==> src/core/servo_io_pkg.sv <==
// How it works
// [RQ1] at power-up analog outputs are zero and drive enables open until host talks
// [RQ2] over 50 ms without analog access: outputs to zero, enables open
// [RQ3] six signed analog command channels, full scale mapped to plus/minus ten volts
// [RQ4] enables 0..4 share one control bit, enable 5 has its own bit
// [RQ5] six encoder channels, each with phase a, phase b and index
// [RQ6] per-channel differential or single-ended reception, single-ended uses positive lines
// [RQ7] encoders time-multiplexed toward host, host toggles select at slow clock over 8
// [RQ8] host resolves counts at half the multiplex rate
// [RQ9] host keeps multiplex rate at or below about 12 MHz
// [RQ10] field fault indicator lit from power-up until host communication established
// [RQ11] activity indicator toggles about 1 Hz at 1 kHz updates; fault off when running
// [RQ12] field section samples 32 inputs and drives 16 outputs for the host
// [RQ13] field supply too high or too low raises a field fault
// [RQ14] field section answers and works only while its logic supply is present
// [RQ15] host provides step, encoder and serial channels carrying field traffic
// [RQ16] host drives mux select; device drives muxed encoder lines back
// [RQ17] after any field fault output updates are ignored until host clears it
// [RQ18] each muxed line carries two encoders, one per select level
package servo_io_pkg;
  localparam int CLK_HZ = 25_000_000;
  localparam int WDOG_MS = 50;
  localparam longint WDOG_PRODUCT = longint'(WDOG_MS) * longint'(CLK_HZ);
  localparam int WDOG_CYCLES = int'(WDOG_PRODUCT / 1000);
  localparam int WDOG_CNT_W = 21;
  // half of 1000 updates per blink period
  localparam logic [9:0] ACT_TOGGLE_COUNT = 10'h1f4;
  localparam int N_AXIS = 6;
  localparam int N_PAIR = 3;

  localparam logic [7:0] OFS_CTRL = 8'h00;
  localparam logic [7:0] OFS_STATUS = 8'h04;
  localparam logic [7:0] OFS_IRQ_STATUS = 8'h08;
  localparam logic [7:0] OFS_IRQ_MASK = 8'h0c;
  localparam logic [7:0] OFS_CMD0 = 8'h10;
  localparam logic [7:0] OFS_CMD5 = 8'h24;
  localparam logic [7:0] OFS_FIELD_OUT = 8'h28;
  localparam logic [7:0] OFS_FIELD_IN = 8'h2c;
  localparam logic [7:0] OFS_ENC_MODE = 8'h30;

  localparam int CTRL_AXIS_EN_BIT = 0;
  localparam int CTRL_SPINDLE_EN_BIT = 1;
  localparam int CTRL_FAULT_CLR_BIT = 2;
  localparam int IRQ_ANALOG_TRIP_BIT = 0;
  localparam int IRQ_FIELD_FAULT_BIT = 1;
  localparam int IRQ_SUPPLY_BIT = 2;

  localparam logic [1:0] CTRL_RESET = 2'h0;
  localparam logic [2:0] IRQ_MASK_RESET = 3'h0;
  localparam logic [5:0] ENC_MODE_RESET = 6'h3f;
  localparam logic signed [15:0] CMD_ZERO = 16'sh0000;

  typedef logic signed [15:0] cmd_word_t;
  typedef cmd_word_t [N_AXIS-1:0] cmd_bank_t;

  typedef struct packed {
    logic [N_AXIS-1:0] phase_a;
    logic [N_AXIS-1:0] phase_b;
    logic [N_AXIS-1:0] index;
  } enc_lines_t;

  typedef struct packed {
    logic [N_PAIR-1:0] phase_a;
    logic [N_PAIR-1:0] phase_b;
    logic [N_PAIR-1:0] index;
  } muxed_lines_t;

  typedef enum {FLD_FAULT, FLD_RUN} field_state_t;
endpackage : servo_io_pkg

==> src/core/comm_watchdog.sv <==
`timescale 1ns/100ps
module comm_watchdog #(
  parameter int TIMEOUT_CYCLES = servo_io_pkg::WDOG_CYCLES
) (
  // clock and reset
  input wire logic clk,
  input wire logic rst,
  // activity
  input wire logic kick,
  output logic alive,
  output logic expired
);
  import servo_io_pkg::*;

  localparam logic [WDOG_CNT_W-1:0] LAST = WDOG_CNT_W'(TIMEOUT_CYCLES - 1);

  logic [WDOG_CNT_W-1:0] cnt_r;
  logic alive_r;
  logic expired_r;

  // dead until the first kick, so power-up counts as a timeout
  always_ff @(posedge clk or posedge rst)
  begin
    if (rst)
    begin
      cnt_r <= '0;
      alive_r <= 1'b0;
      expired_r <= 1'b0;
    end
    else
    begin
      expired_r <= 1'b0;
      if (kick)
      begin
        cnt_r <= '0;
        alive_r <= 1'b1;
      end
      else if (alive_r)
      begin
        if (cnt_r == LAST)
        begin
          alive_r <= 1'b0;
          expired_r <= 1'b1;
        end
        else
        begin
          cnt_r <= cnt_r + 1'b1;
        end
      end
    end
  end

  assign alive = alive_r;
  assign expired = expired_r;
endmodule : comm_watchdog

==> src/core/encoder_mux.sv <==
`timescale 1ns/100ps
module encoder_mux (
  // clock and reset
  input wire logic clk,
  input wire logic rst,
  // encoder receivers
  input servo_io_pkg::enc_lines_t enc_pos,
  input servo_io_pkg::enc_lines_t enc_neg,
  input wire logic [servo_io_pkg::N_AXIS-1:0] differential,
  // host side
  input wire logic mux_select,
  output servo_io_pkg::muxed_lines_t muxed
);
  import servo_io_pkg::*;

  // a floating negative line would corrupt diff mode, so single-ended ignores it
  function automatic logic [N_AXIS-1:0] receive(input logic [N_AXIS-1:0] pos,
                                                input logic [N_AXIS-1:0] neg,
                                                input logic [N_AXIS-1:0] diff);
    receive = (diff & pos & ~neg) | (~diff & pos); // RQ6
  endfunction : receive

  function automatic logic [N_PAIR-1:0] pick(input logic [N_AXIS-1:0] v, input logic sel);
    logic [N_PAIR-1:0] r;
    r = '0;
    for (int k = 0; k < N_PAIR; k++)
    begin
      r[k] = sel ? v[2*k+1] : v[2*k]; // RQ18
    end
    pick = r;
  endfunction : pick

  muxed_lines_t muxed_r;

  // registered so lines settle one clock after a select change
  always_ff @(posedge clk or posedge rst)
  begin
    if (rst)
    begin
      muxed_r <= '0;
    end
    else
    begin
      muxed_r.phase_a <= pick(receive(enc_pos.phase_a, enc_neg.phase_a, differential), mux_select); // RQ7
      muxed_r.phase_b <= pick(receive(enc_pos.phase_b, enc_neg.phase_b, differential), mux_select); // RQ5
      muxed_r.index <= pick(receive(enc_pos.index, enc_neg.index, differential), mux_select); // RQ16
    end
  end

  assign muxed = muxed_r;
endmodule : encoder_mux

==> src/core/servo_io_watchdog_encoder_mux.sv <==
// Implementation choices: the placing of the registers and the plain strobed port.
`timescale 1ns/100ps
module servo_io_watchdog_encoder_mux #(
  parameter int ANALOG_WDOG_CYCLES = servo_io_pkg::WDOG_CYCLES,
  parameter int FIELD_WDOG_CYCLES = servo_io_pkg::WDOG_CYCLES
) (
  // clock and reset
  input wire logic MCLK,
  input wire logic RESET,
  // register port
  input wire logic [7:0] ADDR,
  input wire logic [31:0] WDATA,
  input wire logic WR,
  input wire logic RD,
  output logic [31:0] RDATA,
  output logic IRQ,
  // analog drive
  output servo_io_pkg::cmd_bank_t ANALOG_COMMAND_OUTPUT,
  output logic [4:0] DRIVE_ENABLE_SWITCH,
  output logic SPINDLE_DRIVE_ENABLE,
  // encoders
  input servo_io_pkg::enc_lines_t ENCODER_POS,
  input servo_io_pkg::enc_lines_t ENCODER_NEG,
  input wire logic ENCODER_MUX_SELECT,
  output servo_io_pkg::muxed_lines_t MUXED_ENCODER,
  // field io
  input wire logic [31:0] FIELD_INPUT,
  output logic [15:0] FIELD_OUTPUT,
  input wire logic FIELD_LOGIC_SUPPLY,
  input wire logic FIELD_SUPPLY_LOW,
  input wire logic FIELD_SUPPLY_HIGH,
  output logic FIELD_ACTIVITY_INDICATOR,
  output logic FIELD_FAULT_INDICATOR,
  // serial link
  input wire logic SERIAL_CHAN0_RECEIVE,
  output logic SERIAL_CHAN0_TRANSMIT
);
  import servo_io_pkg::*;

  function automatic logic is_cmd(input logic [7:0] a);
    is_cmd = (a >= OFS_CMD0) && (a <= OFS_CMD5) && (a[1:0] == 2'h0);
  endfunction : is_cmd

  function automatic int cmd_index(input logic [7:0] a);
    cmd_index = int'((a - OFS_CMD0) >> 2);
  endfunction : cmd_index

  // register file
  logic [1:0] ctrl_r;
  logic [2:0] irq_status_r;
  logic [2:0] irq_status_nxt;
  logic [2:0] irq_mask_r;
  logic [5:0] enc_mode_r;
  cmd_bank_t cmd_r;
  logic [15:0] field_out_r;
  logic [31:0] field_in_r;
  logic [31:0] rdata_r;
  logic [31:0] rdata_nxt;

  // analog section
  logic analog_kick;
  logic analog_alive;
  logic analog_expired;
  cmd_bank_t analog_out_r;
  logic [4:0] axis_en_r;
  logic spindle_en_r;

  // field section
  field_state_t field_state_r;
  logic field_kick;
  logic field_expired;
  logic supply_bad;
  logic supply_bad_r;
  logic fault_clear;
  logic fault_set;
  logic field_access;
  logic [9:0] act_cnt_r;
  logic act_led_r;
  logic [15:0] field_drive_r;
  logic tx_r;

  assign supply_bad = FIELD_LOGIC_SUPPLY & (FIELD_SUPPLY_LOW | FIELD_SUPPLY_HIGH);
  // without logic supply the field section is invisible
  assign field_access = FIELD_LOGIC_SUPPLY & ((WR & (ADDR == OFS_FIELD_OUT)) | (RD & (ADDR == OFS_FIELD_IN))); // RQ14

  // any analog register write counts as host contact
  assign analog_kick = WR & (is_cmd(ADDR) | (ADDR == OFS_CTRL));
  assign field_kick = field_access; // RQ15

  comm_watchdog #(
    .TIMEOUT_CYCLES(ANALOG_WDOG_CYCLES)
  ) u_analog_wdog (
    .clk(MCLK),
    .rst(RESET),
    .kick(analog_kick),
    .alive(analog_alive),
    .expired(analog_expired)
  );

  comm_watchdog #(
    .TIMEOUT_CYCLES(FIELD_WDOG_CYCLES)
  ) u_field_wdog (
    .clk(MCLK),
    .rst(RESET),
    .kick(field_kick),
    .alive(),
    .expired(field_expired)
  );

  encoder_mux u_enc_mux (
    .clk(MCLK),
    .rst(RESET),
    .enc_pos(ENCODER_POS),
    .enc_neg(ENCODER_NEG),
    .differential(enc_mode_r),
    .mux_select(ENCODER_MUX_SELECT),
    .muxed(MUXED_ENCODER)
  );

  // control and enable bits
  always_ff @(posedge MCLK or posedge RESET)
  begin
    if (RESET)
    begin
      ctrl_r <= CTRL_RESET;
      irq_mask_r <= IRQ_MASK_RESET;
      enc_mode_r <= ENC_MODE_RESET;
    end
    else if (WR)
    begin
      case (ADDR)
        OFS_CTRL: ctrl_r <= WDATA[1:0];
        OFS_IRQ_MASK: irq_mask_r <= WDATA[2:0];
        OFS_ENC_MODE: enc_mode_r <= WDATA[5:0]; // RQ6
        default: ctrl_r <= ctrl_r;
      endcase
    end
  end

  // channel commands, signed full scale is plus or minus ten volts
  always_ff @(posedge MCLK or posedge RESET)
  begin
    if (RESET)
    begin
      cmd_r <= '0;
    end
    else if (WR && is_cmd(ADDR))
    begin
      cmd_r[cmd_index(ADDR)] <= cmd_word_t'(WDATA[15:0]); // RQ3
    end
  end

  // stored commands survive a trip but are not driven until contact resumes
  always_ff @(posedge MCLK or posedge RESET)
  begin
    if (RESET)
    begin
      analog_out_r <= '0; // RQ1
      axis_en_r <= 5'h00;
      spindle_en_r <= 1'b0;
    end
    else if (!analog_alive)
    begin
      analog_out_r <= '0; // RQ2
      axis_en_r <= 5'h00;
      spindle_en_r <= 1'b0;
    end
    else
    begin
      analog_out_r <= cmd_r;
      axis_en_r <= {5{ctrl_r[CTRL_AXIS_EN_BIT]}}; // RQ4
      spindle_en_r <= ctrl_r[CTRL_SPINDLE_EN_BIT]; // RQ4
    end
  end

  // field fault flag, set wins over a clear in the same cycle
  assign fault_clear = WR & (ADDR == OFS_CTRL) & WDATA[CTRL_FAULT_CLR_BIT] & FIELD_LOGIC_SUPPLY;
  assign fault_set = field_expired | supply_bad; // RQ13

  always_ff @(posedge MCLK or posedge RESET)
  begin
    if (RESET)
    begin
      field_state_r <= FLD_FAULT; // RQ10
    end
    else
    begin
      case (field_state_r)
        FLD_FAULT:
        begin
          if (fault_clear && !fault_set)
          begin
            field_state_r <= FLD_RUN; // RQ17
          end
        end
        FLD_RUN:
        begin
          if (fault_set)
          begin
            field_state_r <= FLD_FAULT;
          end
        end
        default: field_state_r <= FLD_FAULT;
      endcase
    end
  end

  // output image only accepts updates while running
  always_ff @(posedge MCLK or posedge RESET)
  begin
    if (RESET)
    begin
      field_out_r <= 16'h0000;
    end
    else if (field_access && WR && field_state_r == FLD_RUN && !fault_set)
    begin
      field_out_r <= WDATA[15:0]; // RQ17
    end
  end

  // drivers are off in fault, the image is kept for software to read back
  always_ff @(posedge MCLK or posedge RESET)
  begin
    if (RESET)
    begin
      field_drive_r <= 16'h0000;
    end
    else
    begin
      field_drive_r <= (field_state_r == FLD_RUN && FIELD_LOGIC_SUPPLY) ? field_out_r : 16'h0000; // RQ12
    end
  end

  always_ff @(posedge MCLK or posedge RESET)
  begin
    if (RESET)
    begin
      field_in_r <= 32'h0000_0000;
    end
    else
    begin
      field_in_r <= FIELD_LOGIC_SUPPLY ? FIELD_INPUT : 32'h0000_0000; // RQ12
    end
  end

  // blink from update count so the rate tracks the host loop
  always_ff @(posedge MCLK or posedge RESET)
  begin
    if (RESET)
    begin
      act_cnt_r <= 10'h000;
      act_led_r <= 1'b0;
    end
    else if (field_access && field_state_r == FLD_RUN)
    begin
      if (act_cnt_r == ACT_TOGGLE_COUNT - 10'h001)
      begin
        act_cnt_r <= 10'h000;
        act_led_r <= ~act_led_r; // RQ11
      end
      else
      begin
        act_cnt_r <= act_cnt_r + 10'h001;
      end
    end
  end

  // link presence: echo only while powered, idle high otherwise
  always_ff @(posedge MCLK or posedge RESET)
  begin
    if (RESET)
    begin
      tx_r <= 1'b1;
    end
    else
    begin
      tx_r <= FIELD_LOGIC_SUPPLY ? SERIAL_CHAN0_RECEIVE : 1'b1; // RQ14
    end
  end

  // sticky events, write one to clear
  always_comb
  begin
    irq_status_nxt = irq_status_r;
    if (WR && ADDR == OFS_IRQ_STATUS)
    begin
      irq_status_nxt = irq_status_r & ~WDATA[2:0];
    end
    if (analog_expired)
    begin
      irq_status_nxt[IRQ_ANALOG_TRIP_BIT] = 1'b1;
    end
    if (fault_set && field_state_r == FLD_RUN)
    begin
      irq_status_nxt[IRQ_FIELD_FAULT_BIT] = 1'b1;
    end
    if (supply_bad && !supply_bad_r)
    begin
      irq_status_nxt[IRQ_SUPPLY_BIT] = 1'b1;
    end
  end

  always_ff @(posedge MCLK or posedge RESET)
  begin
    if (RESET)
    begin
      irq_status_r <= 3'h0;
      supply_bad_r <= 1'b0;
    end
    else
    begin
      irq_status_r <= irq_status_nxt;
      supply_bad_r <= supply_bad;
    end
  end

  // read path, unmapped addresses return zero
  always_comb
  begin
    rdata_nxt = 32'h0000_0000;
    if (is_cmd(ADDR))
    begin
      rdata_nxt = {{16{cmd_r[cmd_index(ADDR)][15]}}, cmd_r[cmd_index(ADDR)]};
    end
    else
    begin
      case (ADDR)
        OFS_CTRL: rdata_nxt = {30'h0, ctrl_r};
        OFS_STATUS: rdata_nxt = {27'h0, FIELD_SUPPLY_HIGH, FIELD_SUPPLY_LOW, FIELD_LOGIC_SUPPLY,
                                 field_state_r == FLD_FAULT, analog_alive};
        OFS_IRQ_STATUS: rdata_nxt = {29'h0, irq_status_r};
        OFS_IRQ_MASK: rdata_nxt = {29'h0, irq_mask_r};
        OFS_FIELD_OUT: rdata_nxt = FIELD_LOGIC_SUPPLY ? {16'h0, field_out_r} : 32'h0000_0000;
        OFS_FIELD_IN: rdata_nxt = field_in_r;
        OFS_ENC_MODE: rdata_nxt = {26'h0, enc_mode_r};
        default: rdata_nxt = 32'h0000_0000;
      endcase
    end
  end

  always_ff @(posedge MCLK or posedge RESET)
  begin
    if (RESET)
    begin
      rdata_r <= 32'h0000_0000;
    end
    else if (RD)
    begin
      rdata_r <= rdata_nxt;
    end
    else
    begin
      rdata_r <= 32'h0000_0000;
    end
  end

  assign RDATA = rdata_r;
  assign IRQ = |(irq_status_r & irq_mask_r);
  assign ANALOG_COMMAND_OUTPUT = analog_out_r;
  assign DRIVE_ENABLE_SWITCH = axis_en_r;
  assign SPINDLE_DRIVE_ENABLE = spindle_en_r;
  assign FIELD_OUTPUT = field_drive_r;
  assign FIELD_ACTIVITY_INDICATOR = act_led_r;
  assign FIELD_FAULT_INDICATOR = (field_state_r == FLD_FAULT); // RQ10
  assign SERIAL_CHAN0_TRANSMIT = tx_r;
endmodule : servo_io_watchdog_encoder_mux

==> config.mk <==
export PLATFORM = sky130hd
export DESIGN_NAME = servo_io_watchdog_encoder_mux
export DESIGN_NICKNAME = d
export VERILOG_FILES = /design/src/core/servo_io_pkg.sv /design/src/core/comm_watchdog.sv /design/src/core/encoder_mux.sv /design/src/core/servo_io_watchdog_encoder_mux.sv
export SDC_FILE = /design/constraint.sdc
export NUM_CORES = 1
export LEC_CHECK = 0
export BUFFER_PORTS_ARGS = -buffer_cell sky130_fd_sc_hd__buf_2
export CELL_PAD_IN_SITES_DETAIL_PLACEMENT = 1
export CELL_PAD_IN_SITES_GLOBAL_PLACEMENT = 2
export CORE_UTILIZATION = 40
export CTS_CLUSTER_SIZE = 10
export DETAILED_ROUTE_END_ITERATION = 8
export GPL_ROUTABILITY_DRIVEN = 0
export HOLD_SLACK_MARGIN = 0.12
export PLACE_DENSITY_LB_ADDON = 0.1
export SYNTH_ARGS = -nofsm -noshare
export SYNTH_HDL_FRONTEND = slang
export SYNTH_SLANG_ARGS = --single-unit
==> constraint.sdc <==
create_clock -name MCLK -period 25 [get_ports MCLK]
set_input_delay 6.25 -clock MCLK [delete_from_list [all_inputs] [get_ports MCLK]]
set_output_delay 6.25 -clock MCLK [all_outputs]
set_load 0.005 [all_outputs]
## After elaboration in Yosys (flattened, before gate mapping)

Index checks and enable logic that the tools add are counted.

- Word-level logic and storage cells: 175
- Bits in registers: 408
- Output and inout port bits: 163
- Input bits: 117

- $lt $le $gt $ge: 4
- Bitwise gates (word level): 32
- Multiplexer cells: 50
- Add/subtract/negate cells: 4
- Reduce and logical (&&, ||, !) cells: 32
- Equal/unequal tests: 15

Operators by type and width:

| kind | count |
|---|---|
| $pmux 32 s7 | 1 |
| $mux 32 | 5 |
| $mux 21 | 6 |
| $bwmux 96 | 1 |
| $mux 96 | 1 |
| $logic_not 32->1 | 2 |
| $mux 16 | 4 |
| $pmux 32 s2 | 1 |
| $and 6x6->6 | 9 |
| $bmux 16 s3 | 1 |
| $demux 16 s3 | 1 |
| $add 21x1->21 const B | 2 |
| $eq 21x21->1 const B | 2 |
| $eq 32x1->1 const B | 1 |
| $eq 32x2->1 const B | 1 |
| $ge 30x1->1 const B | 1 |
| $lt 30x4->1 const B | 1 |
| $mux 1 | 26 |
| $eq 8x6->1 const B | 3 |
| $not 6->6 | 4 |
| $or 6x6->6 | 3 |
| $eq 8x4->1 const B | 2 |
| $reduce_and 2->1 | 7 |
| $logic_and 1x1->1 | 13 |
| other kinds (20) | 39 |

## Logic depth before layout (Yosys ltp)

Gate-level depths: netlist of the first run.

- Depth in word-level cells: 7
- Mapped depth: 12
- Gate-level depth less buffers: 7

## Cells and area by module

Synthesis of the first run repeated with hierarchy kept, for this count alone.

- Cells, all modules: 1294
- Area total of the unflattened synthesis: 16024.1 µm²

By module, submodules not included:

| module | area each (µm²) | cells an instance | seq. area each (µm²) | instances |
|---|---|---|---|---|
| servo_io_watchdog_encoder_mux | 12904.9 | 979 | 7966.4 | 1 |
| comm_watchdog | 1330.0 | 134 | 575.6 | 2 |
| encoder_mux | 459.2 | 47 | 225.2 | 1 |

## Least setup slack after synthesis of the first run

OpenSTA, ideal clock, no wires.

- Kind: input-to-reg
- Start point: input ADDR[4]
- End point: register cmd_r[19] (netlist name)
- Buffers on the path: 2
- Stages on the path: 9
- Arrival: 8.335 ns
- Library setup time: 0.125 ns
- Required time: 24.875 ns
- Path slack: 16.540 ns
- Cell sequence: clkbuf_1 -> inv_1 -> ha_1 -> nor2_1 -> nand2b_1 -> nand4b_1 -> nor4_4 -> buf_6 -> mux2_2

- Cells in the longest elaborated chain, start to end: 6
- Elaborated cells on any way between the ends: 12
- Classes of those cells: 1 x add/sub; 4 x order compare; 3 x mux; 4 x reduce/logical

Ends and longest elaborated chain:

| what | line | RTL |
|---|---|---|
| start: declaration | servo_io_watchdog_encoder_mux.sv:11 | `input wire logic [7:0] ADDR,` |
| $sub 8x5->9 | servo_io_watchdog_encoder_mux.sv:45 | `cmd_index = int'((a - OFS_CMD0) >> 2);` |
| $ge 30x1->1 (implied by the code) or $lt 30x4->1 (tied branches) | servo_io_watchdog_encoder_mux.sv:149 | `cmd_r[cmd_index(ADDR)] <= cmd_word_t'(WDATA[15:0]);` |
| $logic_and 1x1->1 (implied by the code) | servo_io_watchdog_encoder_mux.sv:149 |  |
| $mux 16 (implied by the code) | servo_io_watchdog_encoder_mux.sv:149 |  |
| $demux 16 s3 | servo_io_watchdog_encoder_mux.sv:149 |  |
| $bwmux 96 | servo_io_watchdog_encoder_mux.sv:149 |  |
| end signal: indexed assignment | servo_io_watchdog_encoder_mux.sv:149 |  |
| end: declaration | servo_io_watchdog_encoder_mux.sv:54 | `cmd_bank_t cmd_r;` |

Parallel ways exist; a longest one is shown, timed or not.
A chain may end at the register's enable or synchronous reset.

## Worst setup path after layout of the first run

- Start point: input ADDR[3]
- End point: register cmd_r[77] (netlist name)

Same word-level chain as after synthesis.

==> impl_metrics.tcl, run 1 <==
set metrics [dict create \
    status "finished clean" \
    antenna_found_initial 0 \
    grt_usage_pct 22.5 \
    synth-seq-area-share_pct 60.2 \
    ctsRootBufferMaster "clkbuf_16" \
    gr-total-overflow 0 \
    hold_viol 0 \
    via_per_inst 5.17 \
    cts_made_buffers 44 \
    num_vias 10604 \
    setup_violations 0 \
    syn_area_per_cell_sq_um 12.2 \
    clkPwrFrac_pct 42.2 \
    initialDrtViolationCount 432 \
    grt_max_degree 165 \
    switching_share_pct 25.2 \
    peakVddDrop_mv 0.0421 \
    cts.clk_slew.worst_paths_ns 0.06 \
    pwr-share-seq_pct 49.6 \
    worst_slew_pin_slew_ns 1.16 \
    grt-busiest-layer "met2" \
    total_power_uw 1350 \
    drv_cap 0 \
    clock_latency_ns 0.57 \
    yosys_warnings 0 \
    rsz0062_at_grt "false" \
    wl_per_cell_microns 20.8 \
    synth_top_cell_area_share_pct 59.1 \
    met3_usage_pct 4.48 \
    cts_sinks 373 \
    final_common_cell "dfrtp_1" \
    cts_resized 0 \
    dp_hpwl_microns 28300 \
    period_share_pct 35.7 \
    required_ns 25.43 \
    cts_tree "yes" \
    grt_pass1_vias 11494 \
    dpl.cell_count 1987 \
    yosysTopAreaCell "dfrtp_1" \
    synth-seq-cells 373 \
    fin_area_sq_mm 0.0185 \
    wl_microns 42700 \
    synth_fp_nets 1398 \
    htreeDepth 2 \
    die_w_microns 199 \
    slew_violations 0 \
    synth_edf_count 0 \
    syn_area_sq_mm 0.0155 \
    synth_area_leaders "dfrtp_1 59%, mux2_2 9.1%, and2_1 5.3%" \
    finalNonFillerCells 2051 \
    use_met1_pct 29.7 \
    placementRows 71 \
    critPathKind "in2reg" \
    final_cell_mix "365 x dfrtp_1, 262 x buf_2, 132 x and2_1" \
    cp-end-kind "flop" \
    area_delta_synth_final_pct 19.0 \
    fillerInstances 4067 \
    drc 0 \
    portBuffers 263 \
    period_minus_slack_ns 8.92 \
    synth-main-ff-cell "dfrtp_1" \
    placed_area_sq_mm 0.0172 \
    worstPathArrival_ns 9.35 \
    hold_class "reg2reg" \
    initial_core_util_pct 40.9 \
    fmax_mhz 112 \
    switching_power_uw 340 \
    cts.path.max_buffers 3 \
    met2_usage_pct 37.0 \
    worstSetupStartpointType "input pin" \
    ios 280 \
    finalClockSkew_ns 0.0147 \
    drt-pass1-iter-count 4 \
    p_leak_uw 0.00933 \
    fp.dieH_microns 199 \
    synth_cell_types 64 \
    fin_nets 1647 \
    cp_max_fo 24 \
    drive_above_1_share_pct 31.0 \
    max_slew_margin_pct 22.6 \
    grt_pass1_wl_microns 67000 \
    hold_buffers 0 \
    synthCells 1273 \
    die_area_sq_mm 0.0396 \
    final_antenna_net_count 0 \
    cts_setup_buffers 0 \
    async_flop_share_pct 100 \
    p_int_uw 1010 \
    pwr-share-comb_pct 8.2 \
    coreArea_sq_mm 0.0379 \
    tns_ns 0 \
    powerDensity_mw_per_mm2 73.2 \
]
worst max-delay path, stage by stage:
cell	delay (ns)
buf_2	0.29
inv_1	0.29
nand2_1	0.60
nor2_1	0.44
o2111a_1	1.02
mux2_2	0.43
path summary, 6_finish.rpt:
check                                                 end  depth (start not counted)  slack, ns             start
worst max-delay path                            cmd_r[77]                          6      16.08           ADDR[3]
worst min-delay path                      irq_status_r[2]                          1       0.41      supply_bad_r
worst max register to register               act_cnt_r[4]                          4      22.43  field_state_r[0]
worst min register to register            irq_status_r[2]                          1       0.41      supply_bad_r
max in group asynchronous       ANALOG_COMMAND_OUTPUT[40]                          4      16.72             RESET
min in group asynchronous              u_enc_mux.muxed[7]                          2       5.88             RESET
layer usage:
| layer | share of wire [%] | vias up |
|---|---|---|
| met4 | 2.8 | 0 |
| li1 | - | 4861 |
| met2 | 48 | 237 |
| met5 | 0 | - |
| met3 | 4.6 | 75 |
| met1 | 45 | 5431 |
power by group through the flow:
stage	clock, uW	sequential [uW]	combinational, uW
6_report	569	670	111
5_1_grt	610	675	127
2_1_floorplan	0	671	76.8
4_1_cts	589	670	113
3_5_place_dp	0	680	112
3_3_place_gp	0	679	109
stage by stage:
stage,hold slack (ns),util [%],setup slack (ns)
after floorplan,0.393,-,8.40
final,0.410,48.7,16.08
after CTS,0.415,48.7,16.10
after detailed placement,0.407,45.4,15.47
after global routing,0.426,48.7,15.96
after global placement,0.398,45.4,15.53
state kept, by name (all words and copies together) (netlist names):
| name | count |
|---|---|
| ANALOG_COMMAND_OUTPUT | 96 |
| cmd_r | 96 |
| RDATA | 32 |
| field_in_r | 32 |
| u_analog_wdog.cnt_r | 21 |
| u_field_wdog.cnt_r | 21 |
| FIELD_OUTPUT | 16 |
| field_out_r | 16 |
| act_cnt_r | 10 |
| u_enc_mux.muxed | 9 |
| enc_mode_r | 6 |
| irq_mask_r | 3 |
| irq_status_r | 3 |
| ctrl_r | 2 |
| DRIVE_ENABLE_SWITCH | 1 |
| FIELD_ACTIVITY_INDICATOR | 1 |
| SERIAL_CHAN0_TRANSMIT | 1 |
| SPINDLE_DRIVE_ENABLE | 1 |
| field_state_r | 1 |
| supply_bad_r | 1 |
| u_analog_wdog.alive | 1 |
| u_analog_wdog.expired | 1 |
| u_field_wdog.alive | 1 |
| u_field_wdog.expired | 1 |
cell families after synthesis:
| group | Yosys count | synth area share, % |
|---|---|---|
| compound gates | 140 | 5.97 |
| xor+xnor | 38 | 2.15 |
| fa+ha+maj | 8 | 0.645 |
| buf+inv | 86 | 2.55 |
| flops | 373 | 60.2 |
| mux | 175 | 12.6 |
| simple gates | 453 | 15.9 |
cell usage after synthesis (3+ instances only):
| cell type | count |
|---|---|
| nor2b_1 | 7 |
| mux2_2 | 125 |
| nor4_4 | 3 |
| nor4_1 | 3 |
| nor3_1 | 11 |
| nand2_1 | 105 |
| ha_1 | 8 |
| buf_2 | 15 |
| nand3_1 | 39 |
| and4_1 | 3 |
| o31ai_1 | 6 |
| nor2_1 | 75 |
| o22ai_1 | 12 |
| and4b_1 | 4 |
| buf_4 | 8 |
| inv_1 | 16 |
| nor4b_1 | 3 |
| and3_1 | 28 |
| mux2i_1 | 45 |
| nand2b_1 | 5 |
| a22o_1 | 3 |
| mux4_2 | 3 |
| dfstp_2 | 7 |
| or2_2 | 3 |
| a21boi_0 | 27 |
| nor4bb_1 | 3 |
| clkbuf_1 | 41 |
| dfrtp_1 | 366 |
| a31oi_1 | 6 |
| xor2_1 | 22 |
| a21oi_1 | 17 |
| or3_1 | 4 |
| o21ai_0 | 44 |
| nand4_1 | 15 |
| xnor2_1 | 16 |
| buf_6 | 3 |
| and2_1 | 132 |
| o211ai_1 | 3 |
area by class of cell:
class | count | area [sq um] | area share [%]
diodes | 1 | 2.50 | 0.0136
clock buffers | 59 | 1190 | 6.44
clock inverters | 4 | 30.0 | 0.163
inverters | 16 | 67.6 | 0.366
multi-input cells | 814 | 5780 | 31.3
flip-flops and latches | 373 | 9340 | 50.6
well taps | 511 | 639 | 3.46
repair buffers | 273 | 1410 | 7.62
No activity file was read; power rests on OpenSTA's default activity.
==> run 2: changes to the inputs <==
--- a/config.mk
+++ b/config.mk
@@ -5,10 +5,11 @@
 export SDC_FILE = /design/constraint.sdc
 export NUM_CORES = 1
 export LEC_CHECK = 0
+export ABC_AREA = 1
 export BUFFER_PORTS_ARGS = -buffer_cell sky130_fd_sc_hd__buf_2
 export CELL_PAD_IN_SITES_DETAIL_PLACEMENT = 1
 export CELL_PAD_IN_SITES_GLOBAL_PLACEMENT = 2
-export CORE_UTILIZATION = 40
+export CORE_UTILIZATION = 33
 export CTS_CLUSTER_SIZE = 10
 export DETAILED_ROUTE_END_ITERATION = 8
 export GPL_ROUTABILITY_DRIVEN = 0
==> constraint.sdc (replaced) <==
create_clock -name MCLK -period 8.9 [get_ports MCLK]
set_input_delay 2.225 -clock MCLK [delete_from_list [all_inputs] [get_ports MCLK]]
set_output_delay 2.225 -clock MCLK [all_outputs]
set_load 0.005 [all_outputs]
==> run 2 against run 1 <==
  * Sequential power grew to 2.7 times the previous value
  * First-iteration DRC count rose by 79%
  * Sequential cell count did not move
  * Critical path type unchanged
  * Largest power group unchanged
==> impl_metrics.tcl, run 2 <==
set metrics [dict create \
    worst_slew_pin_slew_ns 0.984 \
    r2r_end "u_analog_wdog.cnt_r[19]" \
    rsz0062_at_grt "false" \
    yosys-top-cells-count "640 x nand2_1, 366 x dfrtp_1, 258 x inv_1, 194 x nor2_1, 117 x o21ai_1" \
    tns_ns 0 \
    wl_microns 53600 \
    ios 280 \
    hold_depth 1 \
    crit_start "ADDR[4]" \
    routed-wl-met2_microns 26500 \
    clock_latency_ns 0.57 \
    synth-main-ff-cell "dfrtp_1" \
    die_w_microns 225 \
    peakVddDrop_mv 0.114 \
    worstSetupStartpointType "input pin" \
    cp-end-kind "flop" \
    cts_tree "yes" \
    grt_usage_pct 21.5 \
    synth-seq-area-share_pct 56.7 \
    grt_max_degree 170 \
    placementRows 81 \
    period_minus_slack_ns 4.88 \
    drive_above_1_share_pct 16.6 \
    period_share_pct 54.9 \
    fp.dieH_microns 225 \
    required_ns 9.35 \
    r2r_cells 10 \
    ctsRootBufferMaster "clkbuf_16" \
    cts_resized 0 \
    synth_most_common_cell "nand2_1" \
    synth_edf_count 0 \
    cts_made_buffers 46 \
    drt-pass1-iter-count 5 \
    pre_cts_ws_ns 3.35 \
    hold_viol 0 \
    cts.path.max_buffers 3 \
    setup_violations 0 \
    slew_violations 0 \
    r2r_slack_ns 5.69 \
    drc 0 \
    yosysTopAreaCell "dfrtp_1" \
    num_vias 13742 \
    cts.clk_slew.worst_paths_ns 0.06 \
    wl_met3_microns 1750 \
    p_int_uw 2950 \
    syn_area_per_cell_sq_um 8.23 \
    fmax_mhz 205 \
    powerDensity_mw_per_mm2 202 \
    grt_pass1_wl_microns 83500 \
    fin_nets 2363 \
    cp_max_fo 33 \
    die_area_sq_mm 0.0508 \
    min_to "irq_status_r[2]" \
    fillerInstances 6014 \
    final_common_cell "nand2_1" \
    cts_setup_buffers 0 \
    htreeDepth 2 \
    pwr-share-comb_pct 9.5 \
    syn_area_sq_mm 0.0165 \
    coreArea_sq_mm 0.0491 \
    finalClockSkew_ns 0.0137 \
    synth_top_cell_area_share_pct 55.6 \
    fin_area_sq_mm 0.0197 \
    worstPathArrival_ns 5.33 \
    via_per_inst 4.69 \
    antenna_found_initial 3 \
    synth_fp_nets 2127 \
    yosys_warnings 0 \
    max_slew_margin_pct 34.4 \
    area_delta_synth_final_pct 19.7 \
    initial_core_util_pct 33.6 \
    finalNonFillerCells 2931 \
    hold_buffers 0 \
    pwr-share-seq_pct 46.0 \
    synth_cell_types 37 \
    hold_class "reg2reg" \
    p_leak_uw 0.0110 \
    critPathKind "in2reg" \
    synth-seq-cells 373 \
    portBuffers 263 \
    switching_share_pct 26.0 \
    final_cell_mix "640 x nand2_1, 365 x dfrtp_1, 263 x buf_2" \
    grt_pass1_vias 14397 \
    dpl.cell_count 2854 \
    fin_util_pct 40.2 \
    placed_area_sq_mm 0.0183 \
    gr-total-overflow 0 \
    async_flop_share_pct 100 \
    initialDrtViolationCount 774 \
    wl_met1_microns 23900 \
    status "finished clean" \
    wl_per_cell_microns 18.3 \
    setup_ws_ns 4.02 \
    clkPwrFrac_pct 44.6 \
    synth_area_leaders "dfrtp_1 56%, nand2_1 15%, inv_1 5.9%" \
    r2r-start "u_analog_wdog.cnt_r[0]" \
    top_layer "met5" \
    hp-start "supply_bad_r" \
    switching_power_uw 1030 \
    dp_hpwl_microns 37700 \
    cts_sinks 373 \
    drv_cap 0 \
    final_antenna_net_count 0 \
    synthCells 2002 \
]
run 2: changes by cell type after synthesis, moves of 14 or more:
cell	delta
nand2_1	+535
inv_1	+242
and2_1	-132
mux2_2	-125
nor2_1	+119
o21ai_1	+116
nand3_1	+51
mux2i_1	-45
a21boi_0	-27
and3_1	-26
nand4_1	+24
o21ai_0	+23
buf_2	+16
a21oi_1	+14
run 2: worst max-delay path by stage:
stage                                     to  depth (start not counted)
global route          u_field_wdog.cnt_r[15]                         12
global placement      u_field_wdog.cnt_r[17]                         12
finish                u_field_wdog.cnt_r[15]                         12
CTS                   u_field_wdog.cnt_r[15]                         12
detailed placement     u_field_wdog.cnt_r[9]                         12
floorplan           ANALOG_COMMAND_OUTPUT[0]                          1
run 2: power groups by stage:
stage | Clock [uW] | Combinational, uW | Sequential [uW]
6_report | 1780 | 377 | 1830
3_3_place_gp | 0 | 376 | 1860
2_1_floorplan | 0 | 249 | 1840
5_1_grt | 1900 | 431 | 1840
3_5_place_dp | 0 | 384 | 1860
4_1_cts | 1840 | 386 | 1830
run 2: layout make-up:
type | instances | area [sq um] | share of cell area, %
diodes | 1 | 2.50 | 0.0127
clock buffers | 71 | 1320 | 6.68
clock inverters | 5 | 82.6 | 0.419
inverters | 267 | 1010 | 5.10
multi-input cells | 1280 | 5740 | 29.1
flip-flops and latches | 373 | 9350 | 47.4
well taps | 664 | 831 | 4.21
repair buffers | 270 | 1390 | 7.07
run 2: worst max-delay path: stages:
cell and delay (ns):
buf_2 0.29, inv_2 0.38, ha_1 0.27, nand2_1 0.10
nor2_4 0.76, nand2_1 0.15, o21ai_2 0.18, nand2_2 0.36
nand2_2 0.25, inv_2 0.17, nand2_1 0.10, nand2_1 0.06
run 2: logic make-up after synthesis:
logic type	count (synthesis)	share of synthesized area, %
xor+xnor	20	1.06
simple gates	1019	25.8
buf+inv	349	8.48
flops	373	56.7
fa+ha+maj	8	0.608
compound gates	233	7.37
run 2: per-stage QoR:
step | power (uW) | hold WS (ns)
after floorplan | 2090 | 0.409
after global placement | 2230 | 0.420
after detailed placement | 2240 | 0.426
after CTS | 4050 | 0.429
after global routing | 4170 | 0.458
final | 3980 | 0.425
run 2: per-layer routing:
layer / GRT usage (%) / vias up
met5: 0 / -
met4: 6.96 / 4
met3: 3.29 / 84
met2: 36.7 / 214
met1: 27.8 / 6753
li1: - / 6687
==> run 3: changes to the inputs <==
==> constraint.sdc (replaced) <==
create_clock -name MCLK -period 4.9 [get_ports MCLK]
set_input_delay 1.225 -clock MCLK [delete_from_list [all_inputs] [get_ports MCLK]]
set_output_delay 1.225 -clock MCLK [all_outputs]
set_load 0.005 [all_outputs]
==> run 3 against run 2 <==
  * Via count shrank 0.73%
  * Clock skew increased by 0.0059 ns
  * Cell count rose by 0.20%
  * Utilization about the same
  * Clock-buffer cell count unchanged
  * Power up 78%
  * Final area barely moved
  * Critical path depth stayed put
  * Setup slack worse by 2.4 ns
  * First-iteration DRC count fell by 23%
  * Clock power rose by 73%
  * Hold slack improved by 0.0027 ns
  * Critical path type unchanged
  * Highest routed layer unchanged
==> impl_metrics.tcl, run 3 (synthesized netlist as in run 2, its figures left out) <==
set metrics [dict create \
    portBuffers 263 \
    min_to "irq_status_r[0]" \
    grt_usage_pct 21.4 \
    critPathKind "in2reg" \
    peakVddDrop_mv 0.195 \
    grt_pass1_vias 14271 \
    htreeDepth 2 \
    period_minus_slack_ns 3.32 \
    grt_max_degree 118 \
    worst_slew_pin_slew_ns 1.07 \
    crit_chain "buf_2 -> inv_2 -> ha_1 -> inv_1 -> nor2_1 -> nand2_1 -> nand2_1 -> nand3_4 -> nor2_1 -> nand2_1 -> nand2_1 -> nor2_1" \
    coreArea_sq_mm 0.0491 \
    placementRows 81 \
    r2r-start "u_analog_wdog.cnt_r[0]" \
    period_share_pct 67.7 \
    fin_util_pct 40.2 \
    fin_nets 2370 \
    hold_depth 2 \
    initial_core_util_pct 33.6 \
    hold_class "reg2reg" \
    met3_usage_pct 3.47 \
    drc 0 \
    cts_resized 0 \
    wl_per_cell_microns 18.1 \
    cp_max_fo 18 \
    ctsRootBufferMaster "clkbuf_16" \
    r2r_slack_ns 1.64 \
    fillerInstances 5984 \
    rsz0062_at_grt "false" \
    final_common_cell "nand2_1" \
    cpMostUsedCell "nand2_1" \
    tns_ns 0 \
    slowest_stage "nand2_1" \
    dp_hpwl_microns 38200 \
    final_cell_mix "640 x nand2_1, 365 x dfrtp_1, 263 x buf_2" \
    cp-end-kind "flop" \
    clock_latency_ns 0.57 \
    fmax_mhz 302 \
    cts.clk_slew.worst_paths_ns 0.06 \
    grt_pass1_wl_microns 83200 \
    final_antenna_net_count 0 \
    met2_usage_pct 36.1 \
    die_w_microns 225 \
    hold_buffers 0 \
    cts.path.max_buffers 3 \
    whs_ns 0.428 \
    die_area_sq_mm 0.0508 \
    cts_setup_buffers 0 \
    fp.dieH_microns 225 \
    status "finished clean" \
    path_delay_family "simple AND/OR/NAND/NOR gates" \
    r2r_end "u_analog_wdog.cnt_r[19]" \
    area_delta_synth_final_pct 19.8 \
    hp-start "u_analog_wdog.expired" \
    gr-total-overflow 0 \
    seq_area_sq_mm 0.00935 \
    via_per_inst 4.64 \
    setup_violations 0 \
    worstPathArrival_ns 3.73 \
    total_power_uw 7090 \
    critical-path-max-stage-delay_ns 0.52 \
    powerDensity_mw_per_mm2 359 \
    slew_violations 0 \
    grt-busiest-layer "met2" \
    hold_viol 0 \
    cts_tree "yes" \
    wl_microns 53300 \
    cts_made_buffers 45 \
    r2r_cells 10 \
    multi_input_area_sq_mm 0.00574 \
    ios 280 \
    cts_sinks 373 \
    required_ns 5.32 \
    path_buf_inv 3 \
    initialDrtViolationCount 597 \
    worstSetupStartpointType "input pin" \
    drt-pass1-iter-count 4 \
    p_leak_uw 0.0110 \
    antenna_found_initial 3 \
    drv_cap 0 \
    use_met1_pct 28.1 \
    num_vias 13641 \
    finalClockSkew_ns 0.0197 \
    drive_above_1_share_pct 16.8 \
    max_slew_margin_pct 28.6 \
]
run 3: worst max-delay path by stage:
stage                            from                  endpoint  depth (start not counted)
3_3_place_gp                  ADDR[4]                 RDATA[16]                         12
6_report                      ADDR[4]                 RDATA[27]                         12
3_5_place_dp                  ADDR[4]                 RDATA[27]                         12
4_1_cts                       ADDR[4]                 RDATA[27]                         12
2_1_floorplan                   RESET  ANALOG_COMMAND_OUTPUT[0]                          1
5_1_grt        u_analog_wdog.cnt_r[0]    u_analog_wdog.cnt_r[2]                         10
run 3: cell type report:
type                            count  share of cell area (%)
Sequential cell                   373                    47.4
Multi-Input combinational cell   1280                    29.1
Timing Repair Buffer              278                    7.49
Clock buffer                       71                    6.61
Inverter                          267                    5.10
Tap cell                          664                    4.21
Clock inverter                      3                   0.133
Antenna cell                        1                  0.0127
run 3: tightest hold or removal path, stage by stage, from the launching register on:
cell	delay, ns
dfrtp_1	0.32
inv_1	0.04
nand2_1	0.05
run 3: layer usage:
metal  wire (microns)  up-vias  part of all wire [%]
met4             1380        2                   2.6
li1                 -     6683                     -
met3             1720       63                   3.2
met1            24200     6692                    45
met2            26000      201                    49
met5               13        -                 0.024
run 3: metrics by stage:
stage                     area [sq um]  std cells  setup slack [ns]
final                            19700       2937              1.58
after global routing             19700       2937              1.29
after CTS                        19700       2936              1.57
after detailed placement         18400       2862             0.977
after global placement           18400       2862              1.03
after floorplan                  16500       2002             -1.33
run 3: where the power goes:
part	internal (uW)	switching, uW
sequential	3200	121
combinational	225	458
clock	1810	1280
